==> src/hdl/gpio_pkg.sv <==
// Package with register map, field widths, reset values and carriers of the port
`default_nettype none
package gpio_pkg;
    // ------------------------------------------------------------
    // Register offsets (byte addresses)
    // ------------------------------------------------------------
    localparam logic [11:0] OFS_DATA_BASE = 12'h000; // Masked data window base
    localparam logic [11:0] OFS_DATA_LAST = 12'h3fc; // Last word of data window
    localparam logic [11:0] OFS_DIR = 12'h400;
    localparam logic [11:0] OFS_IS = 12'h404;
    localparam logic [11:0] OFS_IBE = 12'h408;
    localparam logic [11:0] OFS_IEV = 12'h40c;
    localparam logic [11:0] OFS_IM = 12'h410;
    localparam logic [11:0] OFS_RIS = 12'h414;
    localparam logic [11:0] OFS_MIS = 12'h418;
    localparam logic [11:0] OFS_ICR = 12'h41c;
    localparam logic [11:0] OFS_AFSEL = 12'h420;
    localparam logic [11:0] OFS_DRLO = 12'h500;
    localparam logic [11:0] OFS_DRMID = 12'h504;
    localparam logic [11:0] OFS_DRHI = 12'h508;
    localparam logic [11:0] OFS_ODR = 12'h50c;
    localparam logic [11:0] OFS_PUR = 12'h510;
    localparam logic [11:0] OFS_PDR = 12'h514;
    localparam logic [11:0] OFS_SLR = 12'h518;
    localparam logic [11:0] OFS_DEN = 12'h51c;
    localparam logic [11:0] OFS_LOCK = 12'h520;
    localparam logic [11:0] OFS_CR = 12'h524;
    localparam logic [11:0] OFS_BLOCK_ID = 12'hfe0;
    localparam logic [11:0] OFS_CELL_ID = 12'hff0;
    // ------------------------------------------------------------
    // Field positions and reset values
    // ------------------------------------------------------------
    localparam int MASK_LSB = 2; // Address bits 9..2 form the data mask
    localparam int MASK_MSB = 9;
    localparam logic [7:0] RST_DRLO = 8'hff;
    localparam logic [7:0] RST_CR_FREE = 8'hff; // Commit value for unprotected pins
    localparam logic [31:0] UNLOCK_KEY = 32'h0000_5a5a; // Unlock key, arbitrary value
    localparam logic [31:0] LOCKED_READ = 32'h0000_0001; // Lock reads 1 while locked
    localparam logic [7:0] BLOCK_ID_VAL = 8'h5a; // Arbitrary identification value
    localparam logic [7:0] CELL_ID_VAL = 8'ha5; // Arbitrary identification value
    // ------------------------------------------------------------
    // Carriers
    // ------------------------------------------------------------
    typedef struct packed {
        logic [7:0] drive_low_select;
        logic [7:0] drive_mid_select;
        logic [7:0] drive_high_select;
        logic [7:0] open_drain_select;
        logic [7:0] pull_up_select;
        logic [7:0] pull_down_select;
        logic [7:0] slew_control_select;
        logic [7:0] digital_enable;
    } pad_cfg_t;
    typedef struct packed {
        logic [7:0] sense; // 0 edge, 1 level
        logic [7:0] both; // 1 both edges
        logic [7:0] polarity; // 1 high or rising
    } trig_cfg_t;
endpackage
`default_nettype wire

==> src/hdl/gpio_sync.sv <==
// Two-stage synchroniser for the pin inputs
`timescale 1ns/1ps
`default_nettype none
module gpio_sync #(
    parameter int WIDTH = 8
) (
    input wire logic CORE_CLK,
    input wire logic RESET,
    input wire logic [WIDTH-1:0] d,
    output logic [WIDTH-1:0] q
);
    logic [WIDTH-1:0] meta_r; // First stage, read only by the second

    // ------------------------------------------------------------
    // Two flops; reset clears both
    // ------------------------------------------------------------
    always_ff @(posedge CORE_CLK or posedge RESET) begin
        if (RESET) begin
            meta_r <= '0;
            q <= '0;
        end else begin
            meta_r <= d;
            q <= meta_r;
        end
    end
endmodule
`default_nettype wire

==> src/hdl/gpio_irq_detect.sv <==
// Per-pin edge and level detector producing sticky raw status
`timescale 1ns/1ps
`default_nettype none
module gpio_irq_detect #(
    parameter int WIDTH = 8
) (
    input wire logic CORE_CLK,
    input wire logic RESET,
    input wire logic [WIDTH-1:0] pin_sync,
    input wire gpio_pkg::trig_cfg_t cfg,
    input wire logic [WIDTH-1:0] clear,
    output logic [WIDTH-1:0] raw
);
    logic [WIDTH-1:0] prev_r; // Last sampled pin level
    logic [WIDTH-1:0] hit; // Condition met this cycle

    // ------------------------------------------------------------
    // Trigger condition per pin
    // ------------------------------------------------------------
    always_comb begin
        for (int i = 0; i < WIDTH; i++) begin
            if (cfg.sense[i]) begin
                // Level: active level itself
                hit[i] = (pin_sync[i] == cfg.polarity[i]);
            end else if (cfg.both[i]) begin
                // Either edge
                hit[i] = pin_sync[i] ^ prev_r[i];
            end else begin
                // Single edge of chosen polarity
                hit[i] = (pin_sync[i] ^ prev_r[i]) & (pin_sync[i] == cfg.polarity[i]);
            end
        end
    end

    always_ff @(posedge CORE_CLK or posedge RESET) begin
        if (RESET) begin
            prev_r <= '0;
        end else begin
            prev_r <= pin_sync;
        end
    end

    // ------------------------------------------------------------
    // Sticky status; a new hit wins over a clear in the same cycle
    // ------------------------------------------------------------
    always_ff @(posedge CORE_CLK or posedge RESET) begin
        if (RESET) begin
            raw <= '0;
        end else begin
            raw <= (raw & ~clear) | hit;
        end
    end
endmodule
`default_nettype wire

==> src/hdl/gpio_port.sv <==
// General-purpose I/O port with masked data access, pin interrupts and pad control
//
// Operation
// - Address bits 9..2 mask data accesses
// - Data register spans 256 word locations
// - Writes change only mask-selected bits
// - Reads return zero for unmasked bits
// - All pin interrupts merge into one output
// - Edge interrupts stay pending until cleared
// - Sense, both-edges, event bits select trigger
// - Mask bit one forwards pin interrupt
// - Masked status shows only enabled pending
// - Raw status sets regardless of mask
// - Unmasked trigger pin also pulses converter
// - Writing one to clear register clears
// - Alternate-function bit hands pin to peripheral
// - Protected pins need unlock and commit for alternate-function changes; their pad settings stay freely writable
// - Pad settings held and driven to pad
// - Reset clears pad enables on normal pins
// - Read-only identification registers with fixed values
// - Direction zero input, one output
// - Protected pins reset to debug function
`timescale 1ns/1ps
`default_nettype none
module gpio_port #(
    parameter int WIDTH = 8,
    parameter logic [7:0] PROTECTED = 8'h00, // Debug pins guarded by commit
    parameter int TRIG_PIN = 4 // Pin that also triggers the converter
) (
    input wire logic CORE_CLK,
    input wire logic RESET,
    input wire logic [11:0] ADDR,
    input wire logic [31:0] WDATA,
    input wire logic WR,
    input wire logic RD,
    output logic [31:0] RDATA,
    input wire logic [7:0] PIN_IN,
    output logic [7:0] PIN_OUT,
    output logic [7:0] PIN_OE,
    input wire logic [7:0] ALT_OUT,
    input wire logic [7:0] ALT_OE,
    output logic [7:0] ALT_IN,
    output var gpio_pkg::pad_cfg_t PAD_CFG,
    output logic IRQ,
    output logic CONV_TRIGGER
);
    // ------------------------------------------------------------
    // Elaboration checks
    // ------------------------------------------------------------
    if (WIDTH != 8) begin : g_width_chk
        $error("gpio_port supports only eight pins");
    end
    if (TRIG_PIN < 0 || TRIG_PIN >= WIDTH) begin : g_trig_chk
        $error("TRIG_PIN out of range");
    end

    // ------------------------------------------------------------
    // Storage
    // ------------------------------------------------------------
    logic [7:0] data_r; // Output data latch
    logic [7:0] pin_direction_r; // 1 output
    gpio_pkg::trig_cfg_t trig_r; // Trigger selection
    logic [7:0] irq_mask_r; // 1 forwards
    logic [7:0] alt_function_select_r;
    gpio_pkg::pad_cfg_t pad_r;
    logic unlocked_r; // Lock opened by key
    logic [7:0] config_commit_r;
    logic [7:0] pin_sync; // Synchronised pins
    logic [7:0] irq_raw_status;
    logic [7:0] irq_masked_status;
    logic [7:0] clear_pulse; // Clear strobe to detector
    logic [7:0] pin_value; // Value seen by data reads
    logic [7:0] addr_mask; // Mask from address
    logic is_data; // Address inside data window
    logic trig_pend_r; // Previous masked trigger state
    logic [31:0] rdata_nxt;

    // Mask extraction, used by read and write paths
    function automatic logic [7:0] mask_of(input logic [11:0] a);
        return a[gpio_pkg::MASK_MSB:gpio_pkg::MASK_LSB];
    endfunction

    // Write hits a given offset
    function automatic logic wr_hit(input logic [11:0] a, input logic [11:0] ofs);
        return a == ofs;
    endfunction

    assign addr_mask = mask_of(ADDR);
    assign is_data = (ADDR <= gpio_pkg::OFS_DATA_LAST);

    // ------------------------------------------------------------
    // Input synchroniser and detector
    // ------------------------------------------------------------
    gpio_sync #(.WIDTH(8)) u_sync (
        .CORE_CLK(CORE_CLK),
        .RESET(RESET),
        .d(PIN_IN),
        .q(pin_sync)
    );

    assign clear_pulse = (WR && wr_hit(ADDR, gpio_pkg::OFS_ICR)) ? WDATA[7:0] : 8'h00;

    gpio_irq_detect #(.WIDTH(8)) u_det (
        .CORE_CLK(CORE_CLK),
        .RESET(RESET),
        .pin_sync(pin_sync),
        .cfg(trig_r),
        .clear(clear_pulse),
        .raw(irq_raw_status)
    );

    assign irq_masked_status = irq_raw_status & irq_mask_r;
    assign IRQ = |irq_masked_status;

    // ------------------------------------------------------------
    // Converter trigger: one pulse when the masked status of the trigger pin sets
    // ------------------------------------------------------------
    always_ff @(posedge CORE_CLK or posedge RESET) begin
        if (RESET) begin
            trig_pend_r <= 1'b0;
            CONV_TRIGGER <= 1'b0;
        end else begin
            trig_pend_r <= irq_masked_status[TRIG_PIN];
            CONV_TRIGGER <= irq_masked_status[TRIG_PIN] & ~trig_pend_r;
        end
    end

    // ------------------------------------------------------------
    // Data latch: masked writes only
    // ------------------------------------------------------------
    always_ff @(posedge CORE_CLK or posedge RESET) begin
        if (RESET) begin
            data_r <= 8'h00;
        end else if (WR && is_data) begin
            data_r <= (data_r & ~addr_mask) | (WDATA[7:0] & addr_mask);
        end
    end

    // ------------------------------------------------------------
    // Direction and interrupt configuration
    // ------------------------------------------------------------
    always_ff @(posedge CORE_CLK or posedge RESET) begin
        if (RESET) begin
            pin_direction_r <= 8'h00;
            trig_r <= '0;
            irq_mask_r <= 8'h00;
        end else if (WR) begin
            if (wr_hit(ADDR, gpio_pkg::OFS_DIR)) begin
                pin_direction_r <= WDATA[7:0];
            end else if (wr_hit(ADDR, gpio_pkg::OFS_IS)) begin
                trig_r.sense <= WDATA[7:0];
            end else if (wr_hit(ADDR, gpio_pkg::OFS_IBE)) begin
                trig_r.both <= WDATA[7:0];
            end else if (wr_hit(ADDR, gpio_pkg::OFS_IEV)) begin
                trig_r.polarity <= WDATA[7:0];
            end else if (wr_hit(ADDR, gpio_pkg::OFS_IM)) begin
                irq_mask_r <= WDATA[7:0];
            end
        end
    end

    // ------------------------------------------------------------
    // Lock and commit
    // ------------------------------------------------------------
    always_ff @(posedge CORE_CLK or posedge RESET) begin
        if (RESET) begin
            unlocked_r <= 1'b0;
        end else if (WR && wr_hit(ADDR, gpio_pkg::OFS_LOCK)) begin
            // Any other value relocks
            unlocked_r <= (WDATA == gpio_pkg::UNLOCK_KEY);
        end
    end

    always_ff @(posedge CORE_CLK or posedge RESET) begin
        if (RESET) begin
            config_commit_r <= gpio_pkg::RST_CR_FREE & ~PROTECTED;
        end else if (WR && unlocked_r && wr_hit(ADDR, gpio_pkg::OFS_CR)) begin
            // Only protected bits are writable; the rest stay committable
            config_commit_r <= (WDATA[7:0] & PROTECTED) | ~PROTECTED;
        end
    end

    // ------------------------------------------------------------
    // Alternate function select, guarded for protected pins
    // ------------------------------------------------------------
    always_ff @(posedge CORE_CLK or posedge RESET) begin
        if (RESET) begin
            alt_function_select_r <= PROTECTED;
        end else if (WR && wr_hit(ADDR, gpio_pkg::OFS_AFSEL)) begin
            for (int i = 0; i < 8; i++) begin
                // Protected bit changes only when unlocked and committed
                if (!PROTECTED[i] || (unlocked_r && config_commit_r[i])) begin
                    alt_function_select_r[i] <= WDATA[i];
                end
            end
        end
    end

    // ------------------------------------------------------------
    // Pad configuration storage
    // ------------------------------------------------------------
    always_ff @(posedge CORE_CLK or posedge RESET) begin
        if (RESET) begin
            pad_r <= '0;
            pad_r.drive_low_select <= gpio_pkg::RST_DRLO;
            pad_r.pull_up_select <= PROTECTED;
            pad_r.digital_enable <= PROTECTED;
        end else if (WR) begin
            if (wr_hit(ADDR, gpio_pkg::OFS_DRLO)) begin
                pad_r.drive_low_select <= WDATA[7:0];
            end else if (wr_hit(ADDR, gpio_pkg::OFS_DRMID)) begin
                pad_r.drive_mid_select <= WDATA[7:0];
            end else if (wr_hit(ADDR, gpio_pkg::OFS_DRHI)) begin
                pad_r.drive_high_select <= WDATA[7:0];
            end else if (wr_hit(ADDR, gpio_pkg::OFS_ODR)) begin
                pad_r.open_drain_select <= WDATA[7:0];
            end else if (wr_hit(ADDR, gpio_pkg::OFS_PUR)) begin
                pad_r.pull_up_select <= WDATA[7:0];
            end else if (wr_hit(ADDR, gpio_pkg::OFS_PDR)) begin
                pad_r.pull_down_select <= WDATA[7:0];
            end else if (wr_hit(ADDR, gpio_pkg::OFS_SLR)) begin
                pad_r.slew_control_select <= WDATA[7:0];
            end else if (wr_hit(ADDR, gpio_pkg::OFS_DEN)) begin
                pad_r.digital_enable <= WDATA[7:0];
            end
        end
    end

    assign PAD_CFG = pad_r;

    // ------------------------------------------------------------
    // Pin muxing: peripheral or data register
    // ------------------------------------------------------------
    always_comb begin
        for (int i = 0; i < 8; i++) begin
            if (alt_function_select_r[i]) begin
                PIN_OUT[i] = ALT_OUT[i];
                PIN_OE[i] = ALT_OE[i] & pad_r.digital_enable[i];
            end else begin
                PIN_OUT[i] = data_r[i];
                PIN_OE[i] = pin_direction_r[i] & pad_r.digital_enable[i];
            end
        end
    end
    // Peripherals see the input only on their own pins
    assign ALT_IN = pin_sync & alt_function_select_r & pad_r.digital_enable;
    // Outputs read back latched value, inputs read the pin
    assign pin_value = (pin_direction_r & data_r) | (~pin_direction_r & pin_sync);

    // ------------------------------------------------------------
    // Read mux; unmapped offsets read zero
    // ------------------------------------------------------------
    always_comb begin
        rdata_nxt = 32'h0000_0000;
        if (is_data) begin
            rdata_nxt[7:0] = pin_value & addr_mask;
        end else if (ADDR == gpio_pkg::OFS_DIR) begin
            rdata_nxt[7:0] = pin_direction_r;
        end else if (ADDR == gpio_pkg::OFS_IS) begin
            rdata_nxt[7:0] = trig_r.sense;
        end else if (ADDR == gpio_pkg::OFS_IBE) begin
            rdata_nxt[7:0] = trig_r.both;
        end else if (ADDR == gpio_pkg::OFS_IEV) begin
            rdata_nxt[7:0] = trig_r.polarity;
        end else if (ADDR == gpio_pkg::OFS_IM) begin
            rdata_nxt[7:0] = irq_mask_r;
        end else if (ADDR == gpio_pkg::OFS_RIS) begin
            rdata_nxt[7:0] = irq_raw_status;
        end else if (ADDR == gpio_pkg::OFS_MIS) begin
            rdata_nxt[7:0] = irq_masked_status;
        end else if (ADDR == gpio_pkg::OFS_AFSEL) begin
            rdata_nxt[7:0] = alt_function_select_r;
        end else if (ADDR == gpio_pkg::OFS_DRLO) begin
            rdata_nxt[7:0] = pad_r.drive_low_select;
        end else if (ADDR == gpio_pkg::OFS_DRMID) begin
            rdata_nxt[7:0] = pad_r.drive_mid_select;
        end else if (ADDR == gpio_pkg::OFS_DRHI) begin
            rdata_nxt[7:0] = pad_r.drive_high_select;
        end else if (ADDR == gpio_pkg::OFS_ODR) begin
            rdata_nxt[7:0] = pad_r.open_drain_select;
        end else if (ADDR == gpio_pkg::OFS_PUR) begin
            rdata_nxt[7:0] = pad_r.pull_up_select;
        end else if (ADDR == gpio_pkg::OFS_PDR) begin
            rdata_nxt[7:0] = pad_r.pull_down_select;
        end else if (ADDR == gpio_pkg::OFS_SLR) begin
            rdata_nxt[7:0] = pad_r.slew_control_select;
        end else if (ADDR == gpio_pkg::OFS_DEN) begin
            rdata_nxt[7:0] = pad_r.digital_enable;
        end else if (ADDR == gpio_pkg::OFS_LOCK) begin
            rdata_nxt = unlocked_r ? 32'h0000_0000 : gpio_pkg::LOCKED_READ;
        end else if (ADDR == gpio_pkg::OFS_CR) begin
            rdata_nxt[7:0] = config_commit_r;
        end else if (ADDR == gpio_pkg::OFS_BLOCK_ID) begin
            rdata_nxt[7:0] = gpio_pkg::BLOCK_ID_VAL;
        end else if (ADDR == gpio_pkg::OFS_CELL_ID) begin
            rdata_nxt[7:0] = gpio_pkg::CELL_ID_VAL;
        end
    end

    // Read data valid only in the cycle after the strobe
    always_ff @(posedge CORE_CLK or posedge RESET) begin
        if (RESET) begin
            RDATA <= 32'h0000_0000;
        end else begin
            RDATA <= RD ? rdata_nxt : 32'h0000_0000;
        end
    end
endmodule
`default_nettype wire

==> config.mk <==
export PLATFORM = sky130hd
export DESIGN_NAME = gpio_port
export DESIGN_NICKNAME = d
export VERILOG_FILES = /design/src/hdl/gpio_pkg.sv /design/src/hdl/gpio_sync.sv /design/src/hdl/gpio_irq_detect.sv /design/src/hdl/gpio_port.sv
export SDC_FILE = /design/constraint.sdc
export NUM_CORES = 1
export LEC_CHECK = 0
export BUFFER_PORTS_ARGS = -buffer_cell sky130_fd_sc_hd__buf_2
export CORE_ASPECT_RATIO = 0.7
export CORE_UTILIZATION = 55
export CTS_CLUSTER_DIAMETER = 120
export DETAILED_ROUTE_END_ITERATION = 7
export GPL_TIMING_DRIVEN = 1
export PLACE_DENSITY_LB_ADDON = 0.15
export SKIP_CTS_REPAIR_TIMING = 1
export SYNTH_ARGS = -nofsm -noshare
export SYNTH_HDL_FRONTEND = slang
export SYNTH_SLANG_ARGS = --single-unit
==> constraint.sdc <==
create_clock -name CORE_CLK -period 8.49 [get_ports CORE_CLK]
set_input_delay 0.4245 -clock CORE_CLK [delete_from_list [all_inputs] [get_ports CORE_CLK]]
set_output_delay 0.4245 -clock CORE_CLK [all_outputs]
set_load 0.005 [all_outputs]
# Word level (Yosys, flattened, before mapping)
# Cells that the tools add are included.
[word_totals]
reg_bits = 187
out_inout_bits = 122
wordCells = 189
[op_classes]
reduce_logical = 18
mux = 57
n_bitwise = 60
eq_ne = 30
magnitude_cmp = 1
[ops]
columns = ["cell", "count"]
rows = [
  ["12-bit by 11-bit equality test with 1-bit output, second input constant", 19],
  ["8-bit two-way mux", 22],
  ["8-bit bitwise AND", 9],
  ["1-bit two-way mux", 33],
  ["32-bit by 15-bit equality test with 1-bit output, second input constant", 1],
  ["32-bit two-way mux", 1],
  ["1-bit bitwise AND", 25],
  ["12-bit equality test, second input constant", 2],
  ["24-bit two-way mux", 1],
  ["8-bit NOT", 3],
  ["8-bit bitwise OR", 3],
  ["12-bit by 10-bit <= comparator with 1-bit output, second input constant", 1],
  ["1-bit NOT", 12],
  ["6-bit AND reduction", 2],
  ["5-bit AND reduction", 2],
  ["9-bit AND reduction", 1],
  ["1-bit equality test", 8],
  ["4-bit AND reduction", 2],
  ["8-bit AND reduction", 1],
  ["8-bit OR reduction", 1],
  ["1-bit XOR", 8],
  ["7-bit AND reduction", 1],
  ["3-bit AND reduction", 2],
  ["1-bit logical AND", 4],
  ["2-bit AND reduction", 2],
]

# Logic depth before layout (Yosys ltp)
[logic_depth]
depth_word = 23
mapped_depth = 10

# Hierarchy
# Synthesis repeated with hierarchy kept, for this count alone.
[hier_totals]
cells_unflattened = 763
area_unflattened_um2 = 8693.3
[modules_own_cells]
columns = ["mod", "n_inst", "area_per_inst_um2", "cells_each"]
rows = [
  ["gpio_port", 1, 7572.3, 681],
  ["gpio_irq_detect", 1, 716.9, 65],
  ["gpio_sync", 1, 404.1, 17],
]

# Worst setup path before layout
# OpenSTA, ideal clock, no wires.
[synth_timing]
path_type = "input -> register"
start = "input port ADDR[7]"
end = "register RDATA[0]"
required_time_ps = 8353
slack_ps = 6080
arrival_time_ps = 2273
n_path_buf = 2
cell_stages = 8
path_cell_list = "buf_2 or4_4 buf_6 or4_4 o211a_1 a211oi_2 a211o_1 o21ai_1"
[synth_via]
elab_chain_len = 23
[synth_lines]
columns = ["item", "line_no", "source"]
rows = [
  ["from (decl)", "gpio_port.sv:32", "input wire logic [11:0] ADDR,"],
  ["12-bit equality test", "gpio_port.sv:295", "end else if (ADDR == gpio_pkg::OFS_CELL_ID) begin"],
  ["8-bit two-way mux", "gpio_port.sv:295", ""],
  ["8-bit two-way mux", "gpio_port.sv:293", "end else if (ADDR == gpio_pkg::OFS_BLOCK_ID) begin"],
  ["8-bit two-way mux", "gpio_port.sv:291", "end else if (ADDR == gpio_pkg::OFS_CR) begin"],
  ["8-bit two-way mux", "gpio_port.sv:289", "end else if (ADDR == gpio_pkg::OFS_LOCK) begin"],
  ["8-bit two-way mux", "gpio_port.sv:287", "end else if (ADDR == gpio_pkg::OFS_DEN) begin"],
  ["8-bit two-way mux", "gpio_port.sv:285", "end else if (ADDR == gpio_pkg::OFS_SLR) begin"],
  ["8-bit two-way mux", "gpio_port.sv:283", "end else if (ADDR == gpio_pkg::OFS_PDR) begin"],
  ["[7 not listed]", "--", ""],
  ["8-bit two-way mux", "gpio_port.sv:267", "end else if (ADDR == gpio_pkg::OFS_RIS) begin"],
  ["8-bit two-way mux", "gpio_port.sv:265", "end else if (ADDR == gpio_pkg::OFS_IM) begin"],
  ["8-bit two-way mux", "gpio_port.sv:263", "end else if (ADDR == gpio_pkg::OFS_IEV) begin"],
  ["8-bit two-way mux", "gpio_port.sv:261", "end else if (ADDR == gpio_pkg::OFS_IBE) begin"],
  ["8-bit two-way mux", "gpio_port.sv:259", "end else if (ADDR == gpio_pkg::OFS_IS) begin"],
  ["8-bit two-way mux", "gpio_port.sv:257", "end else if (ADDR == gpio_pkg::OFS_DIR) begin"],
  ["8-bit two-way mux *", "gpio_port.sv:255", "if (is_data) begin"],
  ["32-bit two-way mux *", "gpio_port.sv:305", "RDATA <= RD ? rdata_nxt : 32'h0000_0000;"],
  ["to (signal assigned)", "gpio_port.sv:305", ""],
  ["to (decl)", "gpio_port.sv:36", "output logic [31:0] RDATA,"],
]
# Every way passes the cells marked *; elsewhere a longest branch is shown, timed or not.
# A chain may end at the register's enable or synchronous reset.

# Worst setup path in the final report
[layout_timing]
start = "input port ADDR[2]"
end = "register RDATA[4]"
[layout_via]
elab_chain_len = 22
[layout_lines]
columns = ["item", "line_no", "source"]
rows = [
  ["12-bit equality test", "gpio_port.sv:293", ""],
  ["8-bit two-way mux", "gpio_port.sv:293", ""],
  ["8-bit two-way mux", "gpio_port.sv:291", ""],
  ["8-bit two-way mux", "gpio_port.sv:289", ""],
  ["8-bit two-way mux", "gpio_port.sv:287", ""],
  ["8-bit two-way mux", "gpio_port.sv:285", ""],
  ["8-bit two-way mux", "gpio_port.sv:283", ""],
  ["8-bit two-way mux", "gpio_port.sv:281", "end else if (ADDR == gpio_pkg::OFS_PUR) begin"],
  ["[6 not listed]", "--", ""],
  ["8-bit two-way mux", "gpio_port.sv:267", ""],
  ["8-bit two-way mux", "gpio_port.sv:265", ""],
  ["8-bit two-way mux", "gpio_port.sv:263", ""],
  ["8-bit two-way mux", "gpio_port.sv:261", ""],
  ["8-bit two-way mux", "gpio_port.sv:259", ""],
  ["8-bit two-way mux", "gpio_port.sv:257", ""],
  ["8-bit two-way mux *", "gpio_port.sv:255", ""],
  ["32-bit two-way mux *", "gpio_port.sv:305", ""],
]
# Marks and branches as above.

==> out/summary.md <==
Clock skew on the completed layout was measured at 13.0 ps. Synthesized area per cell: 11.2 sq um. For this run, the leading register cell type out of synthesis is sky130_fd_sc_hd__dfrtp_1.

Placeable core region: 0.0150 sq mm. For this design the static power due to leakage is 4.92 nW. The sequential standard cell area is 0.00409 sq mm.

Internal power comes to 1.28 mW. The number of synthesized register bits is 163, and the transition at the pin with the smallest max-transition slack is 957 ps. The number of endpoints with negative hold slack in the final report is 0. Top routing layer in use: met5. Clock latency on the worst-skew pair, taken at its later pin, is 440 ps. Data on the critical path arrives at its endpoint at 3360 ps. The site row count was 37. Power share of the combinational group: 8.2%. The tightest hold path in the finished design has a slack of 80.9 ps.

Across the run, the number of max-cap violations was 0. In the post-route analysis, the smallest setup slack over all paths is 5450 ps. The H-tree was split into 4 levels. After detailed routing, the wire length on met1 is 12.8 mm. In this run the cell area measured after placement is 0.00957 sq mm. Wire length per cell after detailed routing: 26.1 um. Measured against its own limit, the worst slew margin works out to 36.2%. The finished cells cover 0.0102 sq mm. In the finished design, the share of the clock period the worst path needs comes to 35.9%. The maximum number of pins on one net before global-route repair was 90.

The critical path goes through buf_2 > nand4bb_1 > nor3_2 > a31oi_1 > o311a_1 > o2111ai_1 > a21oi_1. The run gives 1005 as the net count of the finished layout. The flow ran to the end, but the final reports show violations.

At the end of routability-driven placement, the weighted congestion stood at 0.954. For the effective utilization at floorplan, the log shows 57.6%. The detailed-routing iteration count for the pre-antenna-repair pass was 7; the count of fill cells added during filler insertion was 1134. Counting distinct cell types in the post-synthesis netlist gives 78. The warning count from the yosys run was 0.

In this run the count of I/O pins placed on the die edge is 194. The tools report the pre-CTS worst setup slack as 5090 ps. Of the synthesized area, sequential elements account for 47.2%. The synthesized design spends more area on one cell type than any other, namely sky130_fd_sc_hd__dfrtp_1.

TritonCTS built the clock tree. The switching part of the total power was 27.9%; the number of endpoints failing setup at the final stage was 0. Across the VDD grid, the largest voltage drop is 0.116 mV.

The global-route wire length before repair is 44.6 mm. By area the synthesized netlist is led by sky130_fd_sc_hd__dfrtp_1, sky130_fd_sc_hd__mux2_2, sky130_fd_sc_hd__nand2_1. The tools report the post-route DRC violation count as 23.

The synthesized netlist occupies a cell area of 0.00867 sq mm. The final-report max-slew violation count is 0, and the total inserted antenna cells is 0. The tree is rooted in a sky130_fd_sc_hd__clkbuf_16.

The cell count after placement was 1109. After the flow finishes, the layout carries non-filler instances totaling 1141. The tools report the initial antenna violation count as 0.

Power comes to 1.77 mW. The worst min-delay path category is in -> reg. The clock network burns 46.2% of the power. The worst reg-to-reg path cell count works out to 6. Setup repair after global routing left no endpoint under its margin. The largest stage delay on the critical path is 800 ps. X dimension of the die: 152 um. The cell family contributing the most delay on the critical path is simple AND/OR/NAND/NOR gates. Cells with a size suffix above 1 make up 41.1% of the layout. The most common cell after layout, fill and taps aside is sky130_fd_sc_hd__buf_2. The final reports fail on DRC. Net switching power figure: 0.494 mW. Counting along the longest clock path gives a buffer depth of 2.

The sort of element at the end of the critical path was a flip-flop. The async set-or-reset flop fraction in the synthesized netlist was 100%; the area of combinational cells with multiple inputs was 0.00428 sq mm. The area growth from synthesis to layout is 17.6%. The count of nets left with antenna violations once routing finished came out at 0. The top cell types in the final layout, fill and taps aside, are sky130_fd_sc_hd__buf_2, sky130_fd_sc_hd__dfrtp_1, sky130_fd_sc_hd__mux2_2.

Overall global routing resource usage: 37.3%. The type of the setup path with the least slack is in -> reg. After detailed routing, the met2 layer carries 13.3 mm of wire. The die covers 0.0163 sq mm. The run gives 776 as the number of instances in the synthesized netlist. The run gives 7336 as the number of global-route vias before repair. For this block, the routed nets add up to 29.8 mm of wire. Measured on the finished design, the core utilization comes to 67.8%. The buffer and inverter count on the worst path is 1, and the peak fanout along the critical path is 38. The cell depth of the worst min-delay path was 1; the data required time at the worst endpoint was 8810 ps. The post-detailed-placement half-perimeter wirelength came out at 21.4 mm. The run gives 707 as the number of DRC violations after detailed-routing iteration 0. Counting flops with a built-in enable in the synthesized netlist gives 0. The via density per instance works out to 6.60. Counting I/O delays and the setup requirement, the final critical path takes 3040 ps.

Summed over all failing endpoints, the final setup total negative slack is 0 ps. Number of clock sinks: 163. Sequential cells burn 45.6% of the power. The count of buffers added on input and output ports is 169. TritonCTS created 17 clock buffers. The area share of the largest cell type after synthesis was 44.7%; the clock transition time at the flip-flop clock pins of the worst setup and hold paths was 80 ps. The die is 107 um tall. The run gives 7531 as the total vias in the final route. The critical path crosses 7 cells after its start point.

The largest individual stage delay along the critical path comes from the cell sky130_fd_sc_hd__nor3_2. The achievable frequency is 329 MHz, and the total global routing overflow is 0. After detailed routing, the met3 layer carries 3.03 mm of wire. The tools report the kind of start point of the critical path as a primary input. The power density over cell area works out to 174 mW/mm^2.
==> power by group through the flow <==
stage                     combinational [mW]  sequential [mW]  clock (mW)
final                                  0.146            0.809       0.819
after global routing                   0.156            0.811       0.855
after CTS                              0.144            0.809       0.820
after detailed placement               0.142            0.824           0
after global placement                 0.139            0.822           0
after floorplan                       0.0921            0.819           0
==> cell usage after synthesis (all sizes together), types with 9 or more instances <==
| master | instances |
|---|---|
| clkbuf | 21 |
| buf | 43 |
| nor3 | 10 |
| dfrtp | 155 |
| nand2 | 80 |
| nor4 | 12 |
| nand3 | 19 |
| o21ai | 24 |
| a21oi | 18 |
| and3 | 10 |
| nor2b | 15 |
| nor2 | 35 |
| inv | 9 |
| o22ai | 25 |
| mux2i | 18 |
| nand4 | 11 |
| mux2 | 137 |
==> registers in the layout, indices dropped and copies added, names as in the netlist, named ones only <==
register	cells
trig_pend_r	1
alt_function_select_r	8
u_det.raw	8
unlocked_r	1
CONV_TRIGGER	1
u_sync.meta_r	8
u_sync.q	8
irq_mask_r	8
PAD_CFG	64
RDATA	8
trig_r	24
pin_direction_r	8
u_det.prev_r	8
==> worst paths after layout <==
| path | start | endpoint | slack, ps |
|---|---|---|---|
| max in group asynchronous | RESET | u_sync.q[6] | 6860 |
| setup reg to reg | PAD_CFG[17] | RDATA[1] | 6670 |
| min in group asynchronous | RESET | PAD_CFG[25] | 120 |
| setup / recovery | ADDR[2] | RDATA[4] | 5450 |
| hold reg to reg | u_sync.meta_r[1] | u_sync.q[1] | 350 |
| hold / removal | PIN_IN[5] | u_sync.meta_r[5] | 80 |
==> kinds of logic after synthesis <==
group	Yosys count	share of synthesized area (%)
AOI/OAI and AO/OA	141	11.9
xor gates and xnor gates	13	1.31
and+or+nand+nor	230	15.1
muxes	155	19.9
buffers and inverters	73	4.65
other	1	0.0433
DFF	163	47.2
==> per-layer routing <==
metal / up-vias / GRT usage, %
met5: - / 1.90
met2: 508 / 56.5
met1: 3786 / 52.4
met3: 65 / 8.89
li1: 3170 / -
met4: 2 / 13.1
==> worst register-to-register path, cell delays in order, from the launching register on <==
cell and delay, ps:
sky130_fd_sc_hd__dfrtp_1 400, sky130_fd_sc_hd__mux2i_1 240, sky130_fd_sc_hd__o21ai_0 170, sky130_fd_sc_hd__a211oi_1 360, sky130_fd_sc_hd__a221oi_2 100, sky130_fd_sc_hd__o41ai_1 320, sky130_fd_sc_hd__a21oi_1 120
==> final cells by class <==
| class | instances | area share, % |
|---|---|---|
| Timing Repair Buffer | 179 | 9.03 |
| Clock inverter | 15 | 1.99 |
| Clock buffer | 17 | 4.17 |
| Sequential cell | 163 | 40.1 |
| Tap cell | 195 | 2.39 |
| Multi-Input combinational cell | 563 | 41.9 |
| Inverter | 9 | 0.380 |
(Power assumes the default switching activity.)
